## config.mk

```make
export PLATFORM = sky130hd
export DESIGN_NAME = radio_spi_slave_port
export DESIGN_NICKNAME = d
export VERILOG_FILES = /design/src/byte_ram.v /design/src/sync_fifo.v /design/src/radio_spi_slave_port.v
export VERILOG_INCLUDE_DIRS = /design/src /design/src/shared
export SDC_FILE = /design/constraint.sdc
export NUM_CORES = 1
export LEC_CHECK = 0
export BUFFER_PORTS_ARGS = -buffer_cell sky130_fd_sc_hd__buf_2
export CAP_MARGIN = 20
export CELL_PAD_IN_SITES_DETAIL_PLACEMENT = 2
export CELL_PAD_IN_SITES_GLOBAL_PLACEMENT = 2
export CORE_ASPECT_RATIO = 2
export CORE_UTILIZATION = 50
export CTS_CLUSTER_SIZE = 25
export DETAILED_ROUTE_END_ITERATION = 12
export PLACE_DENSITY_LB_ADDON = 0.1
export RECOVER_POWER = 50
export SYNTH_ARGS = -nofsm -noshare
export SYNTH_HDL_FRONTEND = slang
export SYNTH_HIERARCHICAL = 1
export SYNTH_SLANG_ARGS = --single-unit
```

## constraint.sdc

```tcl
create_clock -name clk -period 4.7 [get_ports clk]
set_input_delay 0.47 -clock clk [delete_from_list [all_inputs] [get_ports clk]]
set_output_delay 0.47 -clock clk [all_outputs]
set_load 0.01 [all_outputs]
```

## src/shared/radio_spi_map.vh

```
`ifndef RADIO_SPI_MAP_VH
`define RADIO_SPI_MAP_VH

// control word layout: bit 7 read, bit 6 packet buffer, bits 5:0 direct address
`define CTL_READ_BIT 7
`define CTL_BUF_BIT 6
`define CTL_ADDR_MSB 5
// direct address that escapes to an indirect register (address byte follows)
`define CTL_INDIRECT_ESC 6'h3F

// packet buffer geometry
`define BUF_DEPTH 128
`define BUF_AW 7

// write fifo geometry and entry layout {buf, indirect, addr[7:0], data[7:0]}
`define FIFO_DEPTH 16
`define FIFO_AW 4
`define FIFO_W 18
`define ENT_BUF_BIT 17
`define ENT_IND_BIT 16
`define ENT_ADDR_MSB 15
`define ENT_ADDR_LSB 8

// widths of the core-side status and byte paths
`define IRQ_W 8
`define BYTE_W 8

// reset values, and the bit count of the last bit of a byte
`define RST_BYTE 8'h00
`define RST_ADDR 8'h00
`define RST_CNT 3'h0
`define LAST_BIT 3'h7

// link clock period seen in the bench, and the core clock period, in ns
`define SCLK_PERIOD_NS 800
`define CLK_PERIOD_NS 100

`endif

```

## src/byte_ram.v

```verilog
`timescale 1ns/100ps

// two-port byte memory: one write port, one read port with registered data
module byte_ram #(
  parameter WIDTH = 8,
  parameter DEPTH = 128,
  parameter AW = 7
) (
  // clock
  input wire clk,
  // write port
  input wire we,
  input wire [AW-1:0] waddr,
  input wire [WIDTH-1:0] wdata,
  // read port
  input wire re,
  input wire [AW-1:0] raddr,
  output reg [WIDTH-1:0] rdata_q
);

  reg [WIDTH-1:0] mem [0:DEPTH-1]; // storage, no reset so it maps onto ram cells

  // write and registered read; read during write of same word returns old data
  always @(posedge clk) begin
    if (we) begin
      mem[waddr] <= wdata;
    end
    if (re) begin
      rdata_q <= mem[raddr];
    end
  end

endmodule // byte_ram

```

## src/sync_fifo.v

```verilog
`timescale 1ns/100ps

// small synchronous fifo with valid/ready on both sides
module sync_fifo #(
  parameter WIDTH = 18,
  parameter DEPTH = 16,
  parameter AW = 4
) (
  // clock and reset
  input wire clk,
  input wire resetn,
  // fill side
  input wire in_valid,
  output wire in_ready,
  input wire [WIDTH-1:0] in_data,
  // drain side
  output wire out_valid,
  input wire out_ready,
  output wire [WIDTH-1:0] out_data
);

  reg [WIDTH-1:0] mem [0:DEPTH-1]; // entry storage
  reg [AW-1:0] wr_ptr_q; // next slot to fill
  reg [AW-1:0] rd_ptr_q; // oldest entry
  reg [AW:0] count_q; // entries held, one bit wider than the pointers
  wire push; // accepted write
  wire pop; // accepted read

  assign in_ready = (count_q != DEPTH[AW:0]);
  assign out_valid = (count_q != {(AW+1){1'b0}});
  assign out_data = mem[rd_ptr_q];
  assign push = in_valid & in_ready;
  assign pop = out_valid & out_ready;

  // storage is written without reset
  always @(posedge clk) begin
    if (push) begin
      mem[wr_ptr_q] <= in_data;
    end
  end

  // pointers and occupancy; push and pop may share a cycle
  always @(posedge clk or negedge resetn) begin
    if (!resetn) begin
      wr_ptr_q <= {AW{1'b0}};
      rd_ptr_q <= {AW{1'b0}};
      count_q <= {(AW+1){1'b0}};
    end else begin
      if (push) begin
        wr_ptr_q <= wr_ptr_q + {{(AW-1){1'b0}}, 1'b1};
      end
      if (pop) begin
        rd_ptr_q <= rd_ptr_q + {{(AW-1){1'b0}}, 1'b1};
      end
      if (push & ~pop) begin
        count_q <= count_q + {{AW{1'b0}}, 1'b1};
      end else if (pop & ~push) begin
        count_q <= count_q - {{AW{1'b0}}, 1'b1};
      end
    end
  end

endmodule // sync_fifo

```

## src/radio_spi_slave_port.v

```verilog
// Operation
// - slave only; never drives clock or select
// - direct and indirect registers, single or burst
// - packet buffer single byte or unlimited burst
// - serial clock unrelated to core clock
// - all domain crossing kept inside port
// - works in every power mode but reset
// - hibernate still reaches buffer and registers
// - first byte is control word with address
// - top interrupt status shifts out first
// - burst address increments after each byte
// - whole buffer fits one burst
// - buffer is 128 shared bytes
// - protect blocks receive writes, not serial writes
`timescale 1ns/100ps
`include "radio_spi_map.vh"

module radio_spi_slave_port #(
  parameter FIFO_DEPTH = `FIFO_DEPTH,
  parameter FIFO_AW = `FIFO_AW,
  parameter BUF_DEPTH = `BUF_DEPTH,
  parameter BUF_AW = `BUF_AW
) (
  // clock and reset
  input wire clk,
  input wire resetn,
  // serial link pins: inputs from outside the clock domain, outputs registered on clk
  input wire ssel_n,
  input wire sclk,
  input wire mosi,
  output reg miso_q,
  output reg miso_oe_q,
  // status shown during every control word
  input wire [`IRQ_W-1:0] top_irq_status,
  // register write towards the core
  output reg reg_wr_q,
  output reg reg_wr_indirect_q,
  output reg [7:0] reg_wr_addr_q,
  output reg [7:0] reg_wr_data_q,
  input wire reg_wr_ready,
  // register read from the core, data valid the cycle after the strobe
  output reg reg_rd_q,
  output reg reg_rd_indirect_q,
  output reg [7:0] reg_rd_addr_q,
  input wire [7:0] reg_rdata,
  // receive path into the packet buffer
  input wire buffer_rx_protect,
  input wire rx_wr_en,
  input wire [BUF_AW-1:0] rx_wr_addr,
  input wire [7:0] rx_wr_data,
  // port status
  output reg overrun_q,
  output reg spi_active_q
);

  // transaction states
  localparam ST_IDLE = 2'b00;
  localparam ST_CTRL = 2'b01;
  localparam ST_ADDR = 2'b10;
  localparam ST_DATA = 2'b11;

  // next address of a burst; the buffer wraps inside its own size
  function [7:0] next_addr;
    input [7:0] a;
    input is_buf;
    begin
      if (is_buf) begin
        next_addr = {1'b0, a[6:0] + 7'h01};
      end else begin
        next_addr = a + 8'h01;
      end
    end
  endfunction

  // pin synchronisers: first stage feeds only the second
  reg cs_n_s1_q; // select, first stage
  reg cs_n_s2_q; // select, second stage
  reg sclk_s1_q; // clock, first stage
  reg sclk_s2_q; // clock, second stage
  reg sclk_d_q; // delayed copy for edge detection
  reg mosi_s1_q; // data in, first stage
  reg mosi_s2_q; // data in, second stage
  reg cs_act_d_q; // select seen last cycle

  // shift engine
  reg [1:0] state_q; // transaction phase
  reg [2:0] bit_cnt_q; // bits of the current byte taken
  reg [7:0] shift_in_q; // received bits
  reg [7:0] shift_out_q; // byte on its way out, msb on the wire
  reg read_q; // current access reads
  reg buf_q; // current access targets the packet buffer
  reg ind_q; // current access targets an indirect register
  reg [7:0] addr_q; // current target address

  // read prefetch
  reg fetch_q; // one-cycle fetch strobe
  reg capture_q; // fetched data arrives this cycle
  reg capture_reg_q; // core read data arrives this cycle, one after the buffer's
  reg [7:0] rd_data_q; // next byte to send during a read

  // write path into the fifo
  reg push_q; // one-cycle push strobe
  reg [`FIFO_W-1:0] push_data_q; // entry being pushed

  wire cs_act; // select asserted, synchronised
  wire cs_start; // first cycle of a selection
  wire sclk_rise; // sampling edge seen
  wire sclk_fall; // shifting edge seen
  wire [7:0] byte_in; // byte complete with the bit now sampled
  wire byte_done; // last bit of a byte sampled this cycle
  wire [7:0] next_out; // what the next byte boundary sends
  wire fifo_in_ready; // fifo can take the push
  wire fifo_out_valid; // fifo holds a write
  wire fifo_out_ready; // drain takes the oldest write
  wire [`FIFO_W-1:0] fifo_out_data; // oldest write
  wire drain_buf; // oldest write targets the buffer
  wire rx_take; // receive write wins the buffer this cycle
  wire ram_we; // buffer write strobe
  wire [BUF_AW-1:0] ram_waddr; // buffer write address
  wire [7:0] ram_wdata; // buffer write data
  wire [7:0] ram_rdata; // registered buffer read data

  assign cs_act = ~cs_n_s2_q;
  assign cs_start = cs_act & ~cs_act_d_q;
  // mode 0: sample on rising, shift on falling
  assign sclk_rise = sclk_s2_q & ~sclk_d_q;
  assign sclk_fall = ~sclk_s2_q & sclk_d_q;
  assign byte_in = {shift_in_q[6:0], mosi_s2_q};
  assign byte_done = sclk_rise & (bit_cnt_q == `LAST_BIT);
  // writes and address bytes send zeros after the status byte
  assign next_out = (read_q && state_q == ST_DATA) ? rd_data_q : `RST_BYTE;

  // two-flop synchronisers for the link pins; no edge reaches the core unsynchronised
  always @(posedge clk or negedge resetn) begin
    if (!resetn) begin
      cs_n_s1_q <= 1'b1;
      cs_n_s2_q <= 1'b1;
      sclk_s1_q <= 1'b0;
      sclk_s2_q <= 1'b0;
      sclk_d_q <= 1'b0;
      mosi_s1_q <= 1'b0;
      mosi_s2_q <= 1'b0;
      cs_act_d_q <= 1'b0;
    end else begin
      cs_n_s1_q <= ssel_n;
      cs_n_s2_q <= cs_n_s1_q;
      sclk_s1_q <= sclk;
      sclk_s2_q <= sclk_s1_q;
      sclk_d_q <= sclk_s2_q;
      mosi_s1_q <= mosi;
      mosi_s2_q <= mosi_s1_q;
      cs_act_d_q <= cs_act;
    end
  end

  // byte engine: control word, optional address byte, then data bytes
  // sclk and select are only ever inputs here, the port never starts a transfer
  always @(posedge clk or negedge resetn) begin
    if (!resetn) begin
      state_q <= ST_IDLE;
      bit_cnt_q <= `RST_CNT;
      shift_in_q <= `RST_BYTE;
      shift_out_q <= `RST_BYTE;
      read_q <= 1'b0;
      buf_q <= 1'b0;
      ind_q <= 1'b0;
      addr_q <= `RST_ADDR;
      fetch_q <= 1'b0;
      push_q <= 1'b0;
      push_data_q <= {`FIFO_W{1'b0}};
      miso_q <= 1'b0;
      miso_oe_q <= 1'b0;
      spi_active_q <= 1'b0;
    end else begin
      fetch_q <= 1'b0;
      push_q <= 1'b0;
      spi_active_q <= cs_act;
      if (!cs_act) begin
        // release ends the access and forgets the byte position
        state_q <= ST_IDLE;
        bit_cnt_q <= `RST_CNT;
        miso_oe_q <= 1'b0;
        miso_q <= 1'b0;
      end else if (cs_start) begin
        // status goes out while the control word comes in
        state_q <= ST_CTRL;
        bit_cnt_q <= `RST_CNT;
        shift_out_q <= top_irq_status;
        miso_q <= top_irq_status[`IRQ_W-1];
        miso_oe_q <= 1'b1;
        read_q <= 1'b0;
      end else begin
        if (sclk_rise) begin
          shift_in_q <= byte_in;
          bit_cnt_q <= bit_cnt_q + 3'h1;
        end
        if (byte_done) begin
          case (state_q)
            ST_CTRL: begin
              // control word carries direction, target and direct address
              read_q <= byte_in[`CTL_READ_BIT];
              buf_q <= byte_in[`CTL_BUF_BIT];
              ind_q <= ~byte_in[`CTL_BUF_BIT] & (byte_in[`CTL_ADDR_MSB:0] == `CTL_INDIRECT_ESC);
              addr_q <= {2'b00, byte_in[`CTL_ADDR_MSB:0]};
              if (byte_in[`CTL_BUF_BIT] || byte_in[`CTL_ADDR_MSB:0] == `CTL_INDIRECT_ESC) begin
                state_q <= ST_ADDR;
              end else begin
                state_q <= ST_DATA;
                fetch_q <= byte_in[`CTL_READ_BIT];
              end
            end
            ST_ADDR: begin
              // buffer addresses are kept inside the buffer
              addr_q <= buf_q ? {1'b0, byte_in[6:0]} : byte_in;
              state_q <= ST_DATA;
              fetch_q <= read_q;
            end
            ST_DATA: begin
              // each data byte steps the address; bursts have no length limit
              addr_q <= next_addr(addr_q, buf_q);
              if (read_q) begin
                fetch_q <= 1'b1;
              end else begin
                push_q <= 1'b1;
                push_data_q <= {buf_q, ind_q, addr_q, byte_in};
              end
            end
            default: begin
              state_q <= ST_IDLE;
            end
          endcase
        end
        if (sclk_fall) begin
          if (bit_cnt_q == `RST_CNT) begin
            // byte boundary: next byte goes on the wire
            shift_out_q <= next_out;
            miso_q <= next_out[7];
          end else begin
            shift_out_q <= {shift_out_q[6:0], 1'b0};
            miso_q <= shift_out_q[6];
          end
        end
      end
    end
  end

  // read prefetch: strobe the core or buffer, capture one or two cycles later
  // the serial half period before the next falling edge must cover this latency
  always @(posedge clk or negedge resetn) begin
    if (!resetn) begin
      capture_q <= 1'b0;
      capture_reg_q <= 1'b0;
      rd_data_q <= `RST_BYTE;
      reg_rd_q <= 1'b0;
      reg_rd_indirect_q <= 1'b0;
      reg_rd_addr_q <= `RST_ADDR;
    end else begin
      capture_q <= fetch_q;
      // the core answers the cycle after its registered strobe, so wait one more cycle
      capture_reg_q <= capture_q & ~buf_q;
      reg_rd_q <= fetch_q & ~buf_q;
      if (fetch_q) begin
        reg_rd_indirect_q <= ind_q;
        reg_rd_addr_q <= addr_q;
      end
      if (capture_q & buf_q) begin
        rd_data_q <= ram_rdata;
      end else if (capture_reg_q) begin
        rd_data_q <= reg_rdata;
      end
    end
  end

  // write fifo: serial writes land here; register writes drain at the core's pace, buffer writes when the buffer is free
  sync_fifo #(
    .WIDTH(`FIFO_W),
    .DEPTH(FIFO_DEPTH),
    .AW(FIFO_AW)
  ) u_wr_fifo (
    .clk(clk),
    .resetn(resetn),
    .in_valid(push_q),
    .in_ready(fifo_in_ready),
    .in_data(push_data_q),
    .out_valid(fifo_out_valid),
    .out_ready(fifo_out_ready),
    .out_data(fifo_out_data)
  );

  // receive writes take the buffer unless protected; serial loading never blocked by protect
  assign rx_take = rx_wr_en & ~buffer_rx_protect;
  assign drain_buf = fifo_out_data[`ENT_BUF_BIT];
  // a buffer write waits for a free cycle, a register write for the core
  assign fifo_out_ready = fifo_out_valid & (drain_buf ? ~rx_take : reg_wr_ready);
  assign ram_we = rx_take | (fifo_out_ready & drain_buf);
  assign ram_waddr = rx_take ? rx_wr_addr : fifo_out_data[`ENT_ADDR_LSB+BUF_AW-1:`ENT_ADDR_LSB];
  assign ram_wdata = rx_take ? rx_wr_data : fifo_out_data[7:0];

  // register write strobe to the core, one cycle per drained register entry
  always @(posedge clk or negedge resetn) begin
    if (!resetn) begin
      reg_wr_q <= 1'b0;
      reg_wr_indirect_q <= 1'b0;
      reg_wr_addr_q <= `RST_ADDR;
      reg_wr_data_q <= `RST_BYTE;
    end else begin
      reg_wr_q <= fifo_out_ready & ~drain_buf;
      if (fifo_out_ready & ~drain_buf) begin
        reg_wr_indirect_q <= fifo_out_data[`ENT_IND_BIT];
        reg_wr_addr_q <= fifo_out_data[`ENT_ADDR_MSB:`ENT_ADDR_LSB];
        reg_wr_data_q <= fifo_out_data[7:0];
      end
    end
  end

  // overrun: a write byte found the fifo full; sticky for the access
  // the serial clock cannot be held back, so the byte is lost and flagged
  always @(posedge clk or negedge resetn) begin
    if (!resetn) begin
      overrun_q <= 1'b0;
    end else if (push_q & ~fifo_in_ready) begin
      overrun_q <= 1'b1;
    end else if (cs_start) begin
      overrun_q <= 1'b0;
    end
  end

  // shared packet buffer; lives on the always-running clock so hibernate
  // access needs nothing from the crystal domain
  byte_ram #(
    .WIDTH(8),
    .DEPTH(BUF_DEPTH),
    .AW(BUF_AW)
  ) u_pkt_buf (
    .clk(clk),
    .we(ram_we),
    .waddr(ram_waddr),
    .wdata(ram_wdata),
    .re(fetch_q & buf_q),
    .raddr(addr_q[BUF_AW-1:0]),
    .rdata_q(ram_rdata)
  );

  // no power-mode input gates any path above: the port keeps working
  // whenever clk runs, which is every mode except reset

endmodule // radio_spi_slave_port

```

==> flow_metrics.env, run 1 <==
export IMPL_synth_nets=2692
export IMPL_drcViolationCount=0
export IMPL_slew_headroom_pct=-75.0
export IMPL_place_ws_ps=390
export IMPL_coreArea_um2=111000
export IMPL_worst_ep_arrival_time_ps=4880
export IMPL_status="complete, but fails checks"
export IMPL_synthAdderAreaFrac_pct=0.437
export IMPL_hpwl_um=113000
export IMPL_finalClockSkew_ps=32.1
export IMPL_synth_top_family_by_area="multiplexers"
export IMPL_grtUsageTotal_pct=32.1
export IMPL_synth_most_common_cell="edfxtp_1"
export IMPL_cp_end_kind="flop"
export IMPL_wl_um=178000
export IMPL_vias=28500
export IMPL_cts_max_level=4
export IMPL_final_period_utilization_pct=95.5
export IMPL_drv_slew=393
export IMPL_yosys_area_share_simple_pct=2.72
export IMPL_final_area_um2=63400
export IMPL_drt_iter0_markers=2577
export IMPL_cts_resized=0
export IMPL_synthXorXnorAreaFrac_pct=0.172
export IMPL_synth_top_flop_cell="edfxtp_1"
export IMPL_grt_pass1_wl_um=249000
export IMPL_netlist_area_um2=56100
export IMPL_fp_dieW_um=239
export IMPL_synth_area_leader_cell="edfxtp_1"
export IMPL_crit_path_max_incr_delay_ps=860
export IMPL_cp_slowest_cell="nor2_1"
export IMPL_setup_tns_final_ps=0
export IMPL_ys_seq_elements=1432
export IMPL_grt_overflow=0
export IMPL_worstMarginPinSlew_ps=2620
export IMPL_crit_fanout=22
export IMPL_cts_tree="yes"
export IMPL_worstSkewPairLatency_ps=780
export IMPL_place_area_um2=59300
export IMPL_fin_crit_ps=4490
export IMPL_root_buffer="clkbuf_16"
export IMPL_path_cells="nor2b_4 -> buf_4 -> a221oi_1 -> o21ai_0 -> nand2_1 -> mux2_2 -> nor2_1 -> nand3_1 -> nor2_1"
export IMPL_clkTransAtPathRegs_ps=70
export IMPL_layout_drive_gt1_share_pct=28.1
export IMPL_row_count=173
export IMPL_io_buffers=70
export IMPL_hold_violations=0
export IMPL_powerDensity_nw_per_um2=400
export IMPL_fin_nets=2940
export IMPL_ios=71
export IMPL_vias_per_cell=6.36
export IMPL_synth_top_area_share_pct=70.7
export IMPL_crit_type="reg2reg"
export IMPL_max_freq_mhz=223
export IMPL_ys_warn_count=6
export IMPL_setup_violations=0
export IMPL_ir_drop_mv=0.348
export IMPL_synth_area_mux_share_pct=17.7
export IMPL_power_leakage_nw=16.9
export IMPL_wl_per_cell_um=39.7
export IMPL_place_congestion=0.840
export IMPL_netlist_top_cells_area="edfxtp_1 71%, mux4_2 15%, dfrtp_1 4.9%, mux2i_1 1.5%, mux2_2 1.0%"
export IMPL_synth_common_cells="1,320 x edfxtp_1, 372 x mux4_2, 147 x nor2_1"
export IMPL_cts_buffers=130
export IMPL_worst_ep_required_time_ps=5090
export IMPL_clock_path_buffers=3
export IMPL_grt_max_degree=94
export IMPL_grt_antenna_before_repair=5
export IMPL_chipHeight_um=476
export IMPL_dr_pass1_iters=5
export IMPL_cpMostUsedCell="nor2_1"
export IMPL_worst_slack_ps=210
export IMPL_hold_path_class="in2reg"
export IMPL_postRouteAntennaNets=0
export IMPL_synthArstFlopShare_pct=7.82
export IMPL_timing_hold_ws_ps=47.7
export IMPL_rsz0062_at_grt="no"
export IMPL_clkSinkCount=1432
export IMPL_synth_compound_area_share_pct=1.92
export IMPL_drv_cap=20
export IMPL_area_delta_synth_final_pct=13.2
export IMPL_netlist_instances=2634
export IMPL_dieArea_um2=114000
export IMPL_synth_cell_types=62
export IMPL_cp_start_kind="flop"
export IMPL_seq_area_frac_synth_pct=75.7
export IMPL_synth_edff_count=1320
export IMPL_violations="max-capacitance violations, max-slew violations"
export IMPL_first_global_vias=31700
export IMPL_start_util_pct=50.5
export IMPL_synth_area_per_cell_um2=21.3
path summary, 6_finish.rpt:
| path | startpoint | endpoint | slack [ps] | cells past startpoint |
|---|---|---|---|---|
| worst max-delay path | u_wr_fifo/rd_ptr_q[2] | u_pkt_buf/mem[31][5] | 210 | 9 |
| worst min-delay path | top_irq_status[2] | shift_out_q[2] | 50 | 3 |
| worst max register to register | u_wr_fifo/rd_ptr_q[2] | u_pkt_buf/mem[31][5] | 210 | 9 |
| worst min register to register | sclk_s1_q | sclk_s2_q | 370 | 0 |
| max in group asynchronous | resetn | addr_q[1] | 2040 | 3 |
| min in group asynchronous | resetn | overrun_q | 230 | 2 |
metal layers:
metal,track usage [%],vias up,share of wire [%]
li1,-,11400,-
met1,35.0,15700,34
met2,60.2,1070,56
met3,4.24,354,3.9
met4,16.7,0,5.6
met5,0,-,0
power by group:
group | switching, W | internal, W
logic | 0.000263 | 0.0000729
registers | 0.0000429 | 0.0139
clock network | 0.00487 | 0.00630
total | 0.00518 | 0.0202
critical path, delay by kind of cell, from the launching register on:
family | cells | cell delay (ps)
AOI/OAI and AO/OA | 2 | 430
DFF | 1 | 490
muxes | 1 | 390
and+or+nand+nor | 5 | 2330
buffers and inverters | 1 | 430
per-stage QoR:
stage          total power, W  instances  utilization (%)
2_1_floorplan          0.0143       2634                -
6_report               0.0254       4471             57.1
3_3_place_gp           0.0145       4229             53.4
4_1_cts                0.0256       4467             57.4
3_5_place_dp           0.0145       4229             53.4
5_1_grt                0.0259       4470             57.1
cell type report:
cell class / instances / area (µm²)
clock inverter: 64 / 753
clock buffer: 167 / 3560
antenna: 3 / 7.51
timing repair buffer: 255 / 1900
tap: 1487 / 1860
inverter: 17 / 63.8
sequential: 1432 / 42500
multi-input combinational: 1046 / 12800
fill: 9065 / 47600
repair_timing:
item | in CTS | in global routing
endpoints found under the hold margin | 64 | 0
hold buffers | 7 | 0
setup buffers | 0 | 0
state kept, by name, indices dropped and copies added, names as in the netlist, 4 cells and up:
name / flops
u_wr_fifo/count_q: 5
u_wr_fifo/rd_ptr_q: 4
reg_rd_addr_q: 8
shift_in_q: 7
u_pkt_buf/mem: 1024
u_pkt_buf/rdata_q: 8
u_wr_fifo/mem: 288
u_wr_fifo/wr_ptr_q: 4
addr_q: 8
push_data_q: 18
rd_data_q: 8
reg_wr_addr_q: 8
reg_wr_data_q: 8
shift_out_q: 7
cells by family after synthesis:
| kind of cell | count (synthesis) |
|---|---|
| compound gates | 151 |
| xor+xnor | 11 |
| fa+ha+maj | 19 |
| buf+inv | 156 |
| flops | 1432 |
| mux | 514 |
| simple gates | 351 |
placed cells by master, fill, tap and decap left out, types with 18 or more instances in the layout:
cell type / count
nor2_1: 136
mux4_2: 372
mux2i_1: 83
buf_4: 148
ha_1: 18
buf_2: 37
clkbuf_1: 69
a22oi_1: 18
mux2_2: 40
a221oi_1: 32
clkbuf_16: 137
clkinv_1: 22
o21ai_0: 58
nand2_1: 127
edfxtp_1: 1320
dfrtp_1: 106
Note: power is estimated with default switching activity, not from simulation.
==> run 2, diff against run 1 <==
--- a/config.mk
+++ b/config.mk
@@ -11,7 +11,7 @@
 export CELL_PAD_IN_SITES_DETAIL_PLACEMENT = 2
 export CELL_PAD_IN_SITES_GLOBAL_PLACEMENT = 2
 export CORE_ASPECT_RATIO = 2
-export CORE_UTILIZATION = 50
+export CORE_UTILIZATION = 54
 export CTS_CLUSTER_SIZE = 25
 export DETAILED_ROUTE_END_ITERATION = 12
 export PLACE_DENSITY_LB_ADDON = 0.1
==> constraint.sdc (replaced) <==
create_clock -name clk -period 5.8 [get_ports clk]
set_input_delay 0.58 -clock clk [delete_from_list [all_inputs] [get_ports clk]]
set_output_delay 0.58 -clock clk [all_outputs]
set_load 0.01 [all_outputs]
==> flow_metrics.env, run 2 (synthesis results as in run 1) <==
export IMPL_status="complete, but fails checks"
export IMPL_violations="max-capacitance violations, max-slew violations"
export IMPL_grt_antenna_before_repair=5
export IMPL_cts_tree="yes"
export IMPL_crit_fanout=39
export IMPL_postRouteAntennaNets=0
export IMPL_crit_type="reg2reg"
export IMPL_root_buffer="clkbuf_16"
export IMPL_power_w=0.0204
export IMPL_instances_no_fill=4242
export IMPL_powerDensity_nw_per_um2=327
export IMPL_drv_slew=520
export IMPL_slew_headroom_pct=-197
export IMPL_clkSinkCount=1432
export IMPL_power_leakage_nw=16.4
export IMPL_hold_path_class="in2reg"
export IMPL_cp_end_kind="flop"
export IMPL_worstSkewPairLatency_ps=800
export IMPL_register_area_um2=42500
export IMPL_worst_ep_required_time_ps=6180
export IMPL_final_common_cell="edfxtp_1"
export IMPL_cts_max_level=3
export IMPL_grt_max_degree=98
export IMPL_cp_start_kind="flop"
export IMPL_reg_top3="u_pkt_buf/mem (1024), u_wr_fifo/mem (288), push_data_q (18)"
export IMPL_finalClockSkew_ps=55.5
export IMPL_grt_pass1_wl_um=266000
export IMPL_max_freq_mhz=180
export IMPL_worst_ep_arrival_time_ps=5940
export IMPL_worstMarginPinSlew_ps=4460
export IMPL_dp_cells=4005
export IMPL_ios=71
export IMPL_grt_overflow=0
export IMPL_hpwl_um=114000
export IMPL_row_count=166
export IMPL_ir_drop_mv=0.288
export IMPL_dr_pass1_iters=5
export IMPL_regMostFlops="u_pkt_buf/mem"
export IMPL_drt_iter0_markers=3314
export IMPL_fill_cells=8013
export IMPL_coreArea_um2=103000
export IMPL_dieArea_um2=105000
export IMPL_io_buffers=70
export IMPL_chipHeight_um=458
export IMPL_final_area_um2=62400
export IMPL_hold_violations=0
export IMPL_start_util_pct=54.6
export IMPL_final_period_utilization_pct=95.9
export IMPL_setup_tns_final_ps=0
export IMPL_place_area_um2=58400
export IMPL_multi_input_area_um2=12800
export IMPL_vias=29500
export IMPL_largest_register_ffs=1024
export IMPL_wl_per_cell_um=45.0
export IMPL_layout_drive_gt1_share_pct=26.2
export IMPL_post_cts_buffers=0
export IMPL_setup_violations=0
export IMPL_first_global_vias=31800
export IMPL_rsz0062_at_grt="no"
export IMPL_clock_path_buffers=3
export IMPL_place_congestion=0.832
export IMPL_drv_cap=22
export IMPL_fin_nets=2850
export IMPL_fin_crit_ps=5560
export IMPL_cts_buffers=119
export IMPL_vias_per_cell=6.96
export IMPL_grtUsageTotal_pct=37.2
export IMPL_clkTransAtPathRegs_ps=70
export IMPL_wl_um=191000
export IMPL_fp_dieW_um=230
export IMPL_drcViolationCount=0
export IMPL_area_delta_synth_final_pct=11.3
export IMPL_mostFrequentLayoutCells="1,320 x edfxtp_1, 372 x mux4_2, 146 x nor2_1"
==> run 2: cell types whose count changed in the layout (fill, tap and decap cells not counted), sizes merged <==
cell,delta
dlygate4sd3,-3
diode,-2
inv,+4
clkbuf,-15
buf,-77
clkinvlp,+7
clkinv,+1
bufinv,-1
==> run 2: routing by layer <==
metal | up-vias | GRT usage (%) | share of wire [%]
li1 | 11200 | - | -
met1 | 16200 | 43.0 | 34
met2 | 1706 | 67.3 | 54
met3 | 465 | 4.35 | 5.7
met4 | 2 | 19.9 | 6.3
met5 | - | 0 | 0.0063
==> run 2: metrics by stage <==
| stage | setup WS [ps] | hold WS, ps | util, % |
|---|---|---|---|
| final | 236 | 123 | 60.8 |
| after global routing | 226 | 187 | 60.8 |
| after CTS | 571 | 124 | 61.0 |
| after detailed placement | 767 | 347 | 56.9 |
| after global placement | 929 | 342 | 56.9 |
| after floorplan | 2490 | 284 | - |
==> run 2: final cells by class <==
class	count	share of cell area, %
sequential	1432	68.0
multi-input combinational	1046	20.5
clock buffer	151	5.23
tap	1344	2.69
timing repair buffer	176	2.04
clock inverter	75	1.38
inverter	17	0.102
antenna	1	0.00401
==> run 2: path summary, 6_finish.rpt <==
check,startpoint,end,slack [ps],cells after the start
worst max-delay path,u_wr_fifo/rd_ptr_q[1],u_pkt_buf/mem[108][6],240,10
worst min-delay path,reg_rdata[3],rd_data_q[3],120,3
worst max register to register,u_wr_fifo/rd_ptr_q[1],u_pkt_buf/mem[108][6],240,10
worst min register to register,cs_n_s1_q,cs_n_s2_q,380,0
max in group asynchronous,resetn,u_wr_fifo/rd_ptr_q[0],790,2
min in group asynchronous,resetn,u_wr_fifo/count_q[1],1930,2
==> run 2: worst max-delay path, stage by stage, from the launching register on <==
cell and delay, ps:
dfrtp_2 420, buf_4 330, nor2b_1 550, buf_4 570, a221oi_1 250, o21ai_0 380, nand2_1 190, mux2_2 420
nor2b_1 510, nand3_1 590, nor2_1 940
==> run 2: repair_timing <==
item,4_1_cts,5_1_grt
hold buffers,4,0
setup endpoints to repair,0,0
gates resized for setup,0,0
endpoints found under the hold margin,65,0
==> run 2: report_power, final <==
part | switching [W] | total [W] | internal, W
combinational | 0.000219 | 0.000275 | 0.0000558
sequential | 0.0000437 | 0.0113 | 0.0112
clock | 0.00414 | 0.00888 | 0.00474
total | 0.00441 | 0.0204 | 0.0160
